<file path="config.mk">
export PLATFORM = sky130hd
export DESIGN_NAME = option_byte_config_store
export DESIGN_NICKNAME = d
export VERILOG_FILES = /design/src/design/option_cfg_pkg.sv /design/src/design/option_pin_sync.sv /design/src/design/option_byte_config_store.sv
export SDC_FILE = /design/constraint.sdc
export NUM_CORES = 1
export LEC_CHECK = 0
export BUFFER_PORTS_ARGS = -buffer_cell sky130_fd_sc_hd__buf_2
export CORE_MARGIN = 4
export CORE_UTILIZATION = 45
export CTS_CLUSTER_SIZE = 16
export DETAILED_ROUTE_END_ITERATION = 8
export PLACE_DENSITY = 0.84
export SYNTH_ARGS = -nofsm -noshare
export SYNTH_HDL_FRONTEND = slang
export SYNTH_SLANG_ARGS = --single-unit
</file>
<file path="constraint.sdc">
create_clock -name sys_clk -period 4.2 [get_ports sys_clk]
set_input_delay 0 -clock sys_clk [delete_from_list [all_inputs] [get_ports sys_clk]]
set_output_delay 0 -clock sys_clk [all_outputs]
set_load 0.005 [all_outputs]
</file>
<file path="src/design/option_cfg_pkg.sv">
// Option configuration package: bit positions, reset values, bus map.
// Assumes a single 100 MHz system clock domain.
package option_cfg_pkg;
  localparam int unsigned OPT_W = 16;
  // Field positions in the sixteen-bit configuration word
  localparam int unsigned BIT_STOP_WDG = 9;
  localparam int unsigned BIT_BROWNOUT = 8;
  localparam int unsigned BIT_PROTECT = 7;
  localparam int unsigned BIT_OSC_RC = 6;
  localparam int unsigned BIT_NMI_PULL = 3;
  localparam int unsigned BIT_CNT_PULL = 2;
  localparam int unsigned BIT_HW_WDG = 1;
  localparam int unsigned BIT_GUARD = 0;
  // Writable positions; reserved ones are 15:10 and 5:4
  localparam logic [15:0] OPT_USED_MASK = 16'h03cf;
  // Blank content of an unprogrammed part
  localparam logic [15:0] OPT_BLANK = 16'h0000;
  // Register offsets (byte addresses)
  localparam logic [7:0] OFS_OPT_VALUE = 8'h00;
  localparam logic [7:0] OFS_OPT_PROG = 8'h04;
  localparam logic [7:0] OFS_OPT_STATUS = 8'h08;
  // Status bit positions
  localparam int unsigned ST_PROG_MODE = 0;
  localparam int unsigned ST_REJECT = 1;
  localparam int unsigned ST_MASKED = 2;
  // AXI responses
  localparam logic [1:0] RESP_OKAY = 2'h0;
  localparam logic [1:0] RESP_SLVERR = 2'h2;
endpackage

</file>
<file path="src/design/option_pin_sync.sv">
// Two-flop synchroniser for pin-level inputs.
// Assumes the destination runs on sys_clk.
`timescale 1ns/1ps
module option_pin_sync #(
  parameter int unsigned W = 1
) (
  // Clock and reset
  input wire logic sys_clk,
  input wire logic sys_rst,
  // Data
  input wire logic [W-1:0] async_in,
  output logic [W-1:0] sync_out
);
  logic [W-1:0] meta_q;
  logic [W-1:0] sync_q;

  always_ff @(posedge sys_clk or posedge sys_rst) begin
    if (sys_rst) begin
      meta_q <= '0;
      sync_q <= '0;
    end else begin
      meta_q <= async_in;
      sync_q <= meta_q;
    end
  end

  assign sync_out = sync_q;
endmodule

</file>
<file path="src/design/option_byte_config_store.sv">
// One-time-programmable configuration store with static option outputs, except the NMI-gated stop_with_watchdog_allow.
// Assumes prog_mode_pin and nmi_pin_level come from package pins; the
// programmer reaches the store over AXI4-Lite only in programming mode.
//
// Behaviour
// Two configuration bytes, sixteen bits, select the hardware setup.
// No data or program address; access only during programming mode.
// Each bit programs once; later changes are refused.
// Mask-coded parts use fixed bits and cannot be read back.
// Blank user part holds all zeros.
// Programmer writes zeros into bits 15:10 and 5:4.
// Bit 9 allows stop with watchdog when NMI pin is high.
// Bit 8 enables the brownout detector.
// Bit 7 blocks external read-out of program memory.
// Bit 6 selects RC network oscillator, else crystal or clock.
// Bit 3 enables the NMI pin pull-up.
// Bit 2 enables the count input pin pull-up.
// Bit 1 selects the hardware always-on watchdog.
// Bit 0 enables the clock guard function.
// Values captured during reset, held static while running.
`timescale 1ns/1ps
module option_byte_config_store #(
  parameter bit MASK_CODED = 1'b0,
  parameter logic [15:0] MASK_VALUE = 16'h0000
) (
  // Clock and reset
  input wire logic sys_clk,
  input wire logic sys_rst,
  // Pins
  input wire logic prog_mode_pin,
  input wire logic nmi_pin_level,
  // AXI4-Lite write address
  input wire logic [7:0] s_axi_awaddr,
  input wire logic s_axi_awvalid,
  output logic s_axi_awready,
  // AXI4-Lite write data
  input wire logic [31:0] s_axi_wdata,
  input wire logic [3:0] s_axi_wstrb,
  input wire logic s_axi_wvalid,
  output logic s_axi_wready,
  // AXI4-Lite write response
  output logic [1:0] s_axi_bresp,
  output logic s_axi_bvalid,
  input wire logic s_axi_bready,
  // AXI4-Lite read address
  input wire logic [7:0] s_axi_araddr,
  input wire logic s_axi_arvalid,
  output logic s_axi_arready,
  // AXI4-Lite read data
  output logic [31:0] s_axi_rdata,
  output logic [1:0] s_axi_rresp,
  output logic s_axi_rvalid,
  input wire logic s_axi_rready,
  // Static configuration outputs, except stop_with_watchdog_allow, which also follows the synchronised NMI pin
  output logic stop_with_watchdog_allow,
  output logic brownout_detect_en,
  output logic program_readout_block,
  output logic osc_rc_sel,
  output logic nmi_pullup_en,
  output logic count_input_pullup_en,
  output logic hw_watchdog_sel,
  output logic clock_guard_en
);
  // Synchronised pins
  logic prog_mode_s;
  logic nmi_level_s;

  option_pin_sync #(
    .W(2)
  ) i_option_pin_sync (
    .sys_clk(sys_clk),
    .sys_rst(sys_rst),
    .async_in({prog_mode_pin, nmi_pin_level}),
    .sync_out({prog_mode_s, nmi_level_s})
  );

  // Non-volatile cells keep their content through sys_rst
  // Blank content
  logic [15:0] cell_q = option_cfg_pkg::OPT_BLANK;
  logic [15:0] cell_d;
  logic [15:0] live_q;
  logic capture_q;
  logic reject_q;
  logic reject_d;

  // Write channel state
  logic aw_held_q;
  logic w_held_q;
  logic [7:0] aw_addr_q;
  logic [31:0] w_data_q;
  logic [3:0] w_strb_q;
  logic bvalid_q;
  logic [1:0] bresp_q;

  // Read channel state
  logic rvalid_q;
  logic [31:0] rdata_q;
  logic [1:0] rresp_q;

  // Write decode
  wire wr_fire = aw_held_q && w_held_q && !bvalid_q;
  wire wr_is_prog = (aw_addr_q == option_cfg_pkg::OFS_OPT_PROG);
  wire wr_allowed = prog_mode_s && !MASK_CODED;
  wire [15:0] wr_bits = {w_strb_q[1] ? w_data_q[15:8] : 8'h00,
                         w_strb_q[0] ? w_data_q[7:0] : 8'h00};
  // Bits that try to return to zero cannot be honoured
  wire wr_clears = |(cell_q & ~wr_bits);
  wire wr_reserved = |(wr_bits & ~option_cfg_pkg::OPT_USED_MASK);
  wire wr_ok = wr_fire && wr_is_prog && wr_allowed && !wr_clears
               && !wr_reserved && (w_strb_q[1:0] == 2'h3);

  // Program once
  assign cell_d = wr_ok ? (cell_q | wr_bits) : cell_q;
  assign reject_d = wr_fire && wr_is_prog && !wr_ok;

  // Cells survive reset
  always_ff @(posedge sys_clk) begin
    cell_q <= cell_d;
  end

  // Capture at reset release
  always_ff @(posedge sys_clk or posedge sys_rst) begin
    if (sys_rst) begin
      capture_q <= 1'b1;
      live_q <= option_cfg_pkg::OPT_BLANK;
    end else begin
      capture_q <= 1'b0;
      if (capture_q) begin
        // Mask value fixed
        live_q <= MASK_CODED ? MASK_VALUE : cell_q;
      end
    end
  end

  // Write address and data taken in either order
  assign s_axi_awready = !aw_held_q;
  assign s_axi_wready = !w_held_q;

  always_ff @(posedge sys_clk or posedge sys_rst) begin
    if (sys_rst) begin
      aw_held_q <= 1'b0;
      w_held_q <= 1'b0;
      aw_addr_q <= 8'h00;
      w_data_q <= 32'h0000_0000;
      w_strb_q <= 4'h0;
    end else begin
      if (s_axi_awvalid && !aw_held_q) begin
        aw_held_q <= 1'b1;
        aw_addr_q <= s_axi_awaddr;
      end else if (wr_fire) begin
        aw_held_q <= 1'b0;
      end
      if (s_axi_wvalid && !w_held_q) begin
        w_held_q <= 1'b1;
        w_data_q <= s_axi_wdata;
        w_strb_q <= s_axi_wstrb;
      end else if (wr_fire) begin
        w_held_q <= 1'b0;
      end
    end
  end

  // Outside programming mode every write errors; status reads still answer OKAY
  always_ff @(posedge sys_clk or posedge sys_rst) begin
    if (sys_rst) begin
      bvalid_q <= 1'b0;
      bresp_q <= option_cfg_pkg::RESP_OKAY;
      reject_q <= 1'b0;
    end else begin
      if (wr_fire) begin
        bvalid_q <= 1'b1;
        bresp_q <= wr_ok ? option_cfg_pkg::RESP_OKAY
                         : option_cfg_pkg::RESP_SLVERR;
      end else if (s_axi_bready) begin
        bvalid_q <= 1'b0;
      end
      // Sticky until the next accepted programming write
      if (reject_d) begin
        reject_q <= 1'b1;
      end else if (wr_ok) begin
        reject_q <= 1'b0;
      end
    end
  end

  assign s_axi_bvalid = bvalid_q;
  assign s_axi_bresp = bresp_q;

  // Read decode
  wire rd_fire = s_axi_arvalid && !rvalid_q;
  wire rd_val = (s_axi_araddr == option_cfg_pkg::OFS_OPT_VALUE);
  wire rd_stat = (s_axi_araddr == option_cfg_pkg::OFS_OPT_STATUS);
  // No read-back on masked parts
  wire rd_val_ok = rd_val && prog_mode_s && !MASK_CODED;
  wire [31:0] status_word = {29'h0000_0000, MASK_CODED, reject_q,
                             prog_mode_s};
  wire [31:0] rd_word = rd_val_ok ? {16'h0000, cell_q}
                      : rd_stat ? status_word : 32'h0000_0000;
  wire rd_okay = rd_val_ok || rd_stat;

  assign s_axi_arready = !rvalid_q;

  always_ff @(posedge sys_clk or posedge sys_rst) begin
    if (sys_rst) begin
      rvalid_q <= 1'b0;
      rdata_q <= 32'h0000_0000;
      rresp_q <= option_cfg_pkg::RESP_OKAY;
    end else begin
      if (rd_fire) begin
        rvalid_q <= 1'b1;
        rdata_q <= rd_word;
        rresp_q <= rd_okay ? option_cfg_pkg::RESP_OKAY
                           : option_cfg_pkg::RESP_SLVERR;
      end else if (s_axi_rready) begin
        rvalid_q <= 1'b0;
      end
    end
  end

  assign s_axi_rvalid = rvalid_q;
  assign s_axi_rdata = rdata_q;
  assign s_axi_rresp = rresp_q;

  // Settings decode
  // Stop with watchdog
  assign stop_with_watchdog_allow =
    live_q[option_cfg_pkg::BIT_STOP_WDG] && nmi_level_s;
  // Brownout detector
  assign brownout_detect_en = live_q[option_cfg_pkg::BIT_BROWNOUT];
  // Read-out block
  assign program_readout_block = live_q[option_cfg_pkg::BIT_PROTECT];
  // Oscillator kind
  assign osc_rc_sel = live_q[option_cfg_pkg::BIT_OSC_RC];
  // NMI pull-up
  assign nmi_pullup_en = live_q[option_cfg_pkg::BIT_NMI_PULL];
  // Count input pull-up
  assign count_input_pullup_en = live_q[option_cfg_pkg::BIT_CNT_PULL];
  // Watchdog kind
  assign hw_watchdog_sel = live_q[option_cfg_pkg::BIT_HW_WDG];
  // Clock guard
  assign clock_guard_en = live_q[option_cfg_pkg::BIT_GUARD];
endmodule

</file>
Yosys cells after proc, flatten, opt, wreduce, memory -nomap -nowiden

Index checks and enable logic that the tools add are counted.

Output and inout bits: 49
Register bits after elaboration: 98

Muxes and demuxes: 15
Reductions and logical operators: 29
Bitwise logic cells: 3
Equal/unequal tests: 3

Operator list:

| operator           | count |
|---|---|
| $and 16x16->16     | 1 |
| $mux 16            | 1 |
| $mux 8             | 2 |
| $not 16->16        | 1 |
| $or 16x16->16      | 1 |
| $reduce_or 16->1   | 1 |
| $logic_and 1x1->1  | 13 |
| $reduce_bool 2->1  | 5 |
| $mux 1             | 9 |
| $eq 8x3->1 const B | 1 |
| $eq 8x4->1 const B | 1 |
| $logic_not 8->1    | 1 |
| $reduce_or 8->1    | 1 |
| $logic_not 1->1    | 7 |
| $mux 2             | 3 |
| $eq 2x2->1 const B | 1 |
| $logic_or 1x1->1   | 1 |

Longest topological paths before layout

Depth in word-level cells: 11
Mapped depth: 5

Modules after synthesis

From an unflattened synthesis, not the netlist that was laid out.

Cell total of the unflattened synthesis: 239
Area total of the unflattened synthesis: 3274.4 um^2

Modules (own cells, without submodules):

| module                   | sequential area each (um^2) | cells an instance | area each (um^2) | times used |
|---|---|---|---|---|
| option_byte_config_store | 1933.1                      | 234               | 3170.5           | 1 |
| option_pin_sync          | 100.1                       | 5                 | 103.8            | 1 |

Least setup slack after synthesis

OpenSTA, ideal clock, no wires.

Kind: flip-flop to flip-flop
From: register w_strb_q[0]
To: register cell_q[0], enable pin
Data arrival time: 1612 ps
Library setup time: 373 ps
Slack: 2215 ps
Cell stages (with the launch flop): 6
Buffers on the path: 1
Required time: 3827 ps
Period minus slack after synthesis: 1985 ps
Cells stage by stage: dfrtp_1 buf_4 nand2_1 a22o_1 nor4_2 and4_1

Cells in the longest elaborated chain, start to end: 8
Elaborated cells between the ends (all ways): 11
Those cells by class: eq/ne (1); mux (1); bitwise (2); reduce/logical (7)

Ends and longest elaborated chain:

| element                | line                            | RTL |
|---|---|---|
| from (decl)            | option_byte_config_store.sv:91  | `logic [3:0] w_strb_q;` |
| from (signal assigned) | option_byte_config_store.sv:156 | `w_strb_q <= s_axi_wstrb;` |
| $mux 8                 | option_byte_config_store.sv:105 | `w_strb_q[0] ? w_data_q[7:0] : 8'h00};` |
| $not 16->16            | option_byte_config_store.sv:107 | `wire wr_clears = \|(cell_q & ~wr_bits);` |
| $and 16x16->16         | option_byte_config_store.sv:107 |  |
| $reduce_or 16->1       | option_byte_config_store.sv:107 |  |
| $logic_not 1->1        | option_byte_config_store.sv:109 | `wire wr_ok = wr_fire && wr_is_prog && wr_allowed && !wr_clears` |
| $logic_and 1x1->1      | option_byte_config_store.sv:109 |  |
| $logic_and 1x1->1      | option_byte_config_store.sv:110 | `&& !wr_reserved && (w_strb_q[1:0] == 2'h3);` |
| $logic_and 1x1->1 *    | option_byte_config_store.sv:110 |  |
| via wr_ok              | option_byte_config_store.sv:109 |  |
| to (signal assigned)   | option_byte_config_store.sv:118 | `cell_q <= cell_d;` |
| to (decl)              | option_byte_config_store.sv:79  | `logic [15:0] cell_q = option_cfg_pkg::OPT_BLANK;` |

Mark *: on every way through the listed nets, which the timed path passes. The rest lies on a longest branch.
A chain may end at the register's enable or synchronous reset.

Worst setup path after layout

From: register w_strb_q[1]
To: register cell_q[14], enable pin

Cells in the longest elaborated chain, start to end: 8
Elaborated cells between the ends (all ways): 11
Those cells by class: eq/ne (1); mux (1); bitwise (2); reduce/logical (7)

Ends and longest elaborated chain:

| element             | line                            | RTL |
|---|---|---|
| $mux 8              | option_byte_config_store.sv:104 | `wire [15:0] wr_bits = {w_strb_q[1] ? w_data_q[15:8] : 8'h00,` |
| $not 16->16         | option_byte_config_store.sv:107 |  |
| $and 16x16->16      | option_byte_config_store.sv:107 |  |
| $reduce_or 16->1    | option_byte_config_store.sv:107 |  |
| $logic_not 1->1     | option_byte_config_store.sv:109 |  |
| $logic_and 1x1->1   | option_byte_config_store.sv:109 |  |
| $logic_and 1x1->1   | option_byte_config_store.sv:110 |  |
| $logic_and 1x1->1 * | option_byte_config_store.sv:110 |  |
| via wr_ok           | option_byte_config_store.sv:109 |  |

Marks and branches as above.

==> flow_summary.ini <==
[global_route]
antenna_found_initial = 0
grt_max_degree = 63
grt_pass1_vias = 2318
overflow = 0
grt_use_total_pct = 17.4
grt_pass1_wl_um = 11500

[synth]
dominantRegCellSynth = dfrtp_1
ys_seq_elements = 78
seq_area_frac_synth_pct = 62.6
synthArstFlopShare_pct = 79.5
synthCells = 236
yosysWarnings = 0
post_synth_num_cell_types = 35
synth_edf_count = 16
syn_avg_cell_area_um2 = 13.8
synth.cell_area_mm2 = 0.00325

[setup_path]
startpoint_type = flop
worst_ep_required_time_ps = 4190
cp_slowest_cell = and4_1
worst-path-buf-inv = 0
cp.arrival_ps = 2510
crit_chain = nand2_1 -> a211o_1 -> nor4_2 -> and4_1
slowest_delay_ps = 720
cp-end-kind = flop
path_delay_family = simple AND/OR/NAND/NOR gates
worstSetupPathType = flop to flop
critPathMaxFanout = 16

[cells_and_area]
stdcell_area_mm2 = 0.00424
nNetsFinal = 411
layout-area-overhead-vs-synth_pct = 30.7
num_antenna_cells = 0
mostFrequentLayoutCells = 73 x buf_2, 61 x dfrtp_1, 37 x dlygate4sd3_1
drive_gt1_share_pct = 40.0
final_common_cell = buf_2
n_fill_cell = 562

[route]
drcViolationCount = 0
drtIter0Drc = 55
drt_wl_total_um = 6900
num_vias = 2213
final_antenna_net_count = 0
via_per_inst = 4.91
wl_per_cell_um = 15.3
dr.pass1.iters = 4

[cts]
cts-htree-levels = 3
cts_tree = yes
cts_buffers = 9
post_cts_buffers = 0
ctsResizeCount = 0
clk_latency_ps = 360
clkTransAtPathRegs_ps = 90
cts.sinks = 78
clock_path_buffers = 2
root_buffer = clkbuf_8

[sta]
fin_ws_ps = 1680
worstMarginPinSlew_ps = 771
finalCritPeriodShare_pct = 60.1
slew_viol_final = 0
timing_hold_violations_final = 0
fmax_ghz = 0.396
period_needed_ps = 2520
fin_tns_setup_ps = 0
clock_skew_ps = 9.55
rsz0062_at_grt = false
finalSetupViolCount = 0
max_slew_margin_pct = 48.5

[placed_design]
dpl_worst_slack_ps = 1690
place.gp.congestion = 0.766
post_dp_cell_area_mm2 = 0.00363
port_buffers = 73
hpwl_um = 4660

[die]
fp.dieH_um = 93.0
ios = 110
dieWidth_um = 93.0
initial_core_util_pct = 47.0
rows = 30
coreArea_mm2 = 0.00691
dieArea_mm2 = 0.00864

[pwr]
p_leak_nw = 1.98
p_total_mw = 2.16
power_density_mw_per_mm2 = 509
peakVddDrop_mv = 0.385

[flow_run]
drv_cap = 0

[hold_path]
holdCritPathClass = input port to flop

[outcome]
status = finished clean
[worst register-to-register path: cells and delay by family (launching register included)]
family	cells	cell delay [ps]
flip-flops	1	580
AO/OA/AOI/OAI	1	340
AND/OR/NAND/NOR	3	1240
[logic make-up after synthesis]
kind of cell	synth area share, %
AO/OA/AOI/OAI	10.7
buffers and inverters	6.43
flip-flops	62.6
multiplexers	11.8
other	0.115
AND/OR/NAND/NOR	8.40
[layer usage]
metal / global-route usage, % / share of wire, % / vias up
li1: - / - / 1036
met1: 21.7 / 43 / 1082
met2: 28.0 / 48 / 84
met3: 6.26 / 7.2 / 11
met4: 6.59 / 1.8 / 0
met5: 0 / 0 / -
[path summary, 6_finish.rpt]
kind	to	cells past startpoint	startpoint	slack, ps
setup / recovery	cell_q[14]$_DFFE_PP_	4	w_strb_q[1]$_DFFE_PP0P_	1680
hold / removal	s_axi_rresp[1]$_DFFE_PP0P_	5	s_axi_araddr[0]	60
setup reg to reg	cell_q[14]$_DFFE_PP_	4	w_strb_q[1]$_DFFE_PP0P_	1680
hold reg to reg	i_option_pin_sync.sync_out[1]$_DFF_PP0_	0	i_option_pin_sync.meta_q[1]$_DFF_PP0_	350
max in group asynchronous	s_axi_rdata[2]$_DFFE_PP0P_	4	sys_rst	3300
min in group asynchronous	aw_addr_q[0]$_DFFE_PP0P_	4	sys_rst	390
[through the flow]
step	util, %	instances	hold slack (ps)
finish	61.4	451	61.5
global route	61.4	451	75.4
CTS	61.4	451	51.6
detailed placement	52.6	398	111
global placement	52.6	398	109
floorplan	-	254	31.4
[registers in the layout, indices dropped and copies added, names as in the netlist, 2 cells and up]
register	flops
i_option_pin_sync.sync_out	2
i_option_pin_sync.meta_q	2
w_strb_q	2
cell_q	16
s_axi_rdata	16
w_data_q	16
live_q	8
aw_addr_q	8
[cells in the mapped netlist (2+ instances only)]
cell	n	area (µm²)
dfrtp_1	61	1530
nor4_2	2	25.0
clkbuf_1	4	15.0
buf_4	20	150
nor2b_1	2	12.5
o21ai_0	3	15.0
mux2_2	34	383
nor4_1	2	12.5
a21o_1	11	82.6
buf_2	2	10.0
nand2b_1	7	43.8
and3_1	2	12.5
nor2_1	10	37.5
o31ai_1	2	15.0
nand2_1	14	52.6
a21boi_0	4	30.0
a22o_1	5	43.8
inv_1	6	22.5
nor4b_1	2	17.5
a21oi_1	3	15.0
a22o_2	10	100
edfxtp_1	16	480
a2111oi_0	2	17.5
[layout make-up]
class                   count  area, µm²  area share, %
multi-input cells         143       1070           25.3
clock inverters             7        120           2.83
repair buffers            112        751           17.7
inverters                   6       22.5          0.531
flip-flops and latches     78       2030           47.9
clock buffers               9        124           2.92
well taps                  96        120           2.83
[power breakdown]
group | internal (mW) | total [mW] | switching [mW]
sequential | 0.937 | 1.07 | 0.137
combinational | 0.241 | 0.404 | 0.162
clock | 0.398 | 0.681 | 0.284
total | 1.58 | 2.16 | 0.584
[repair_timing]
action                                  CTS  global route
endpoints found under the hold margin    96             0
hold buffers                             37             0
endpoints found under the setup margin    0             0
Power figures use the tool's default switching activity.
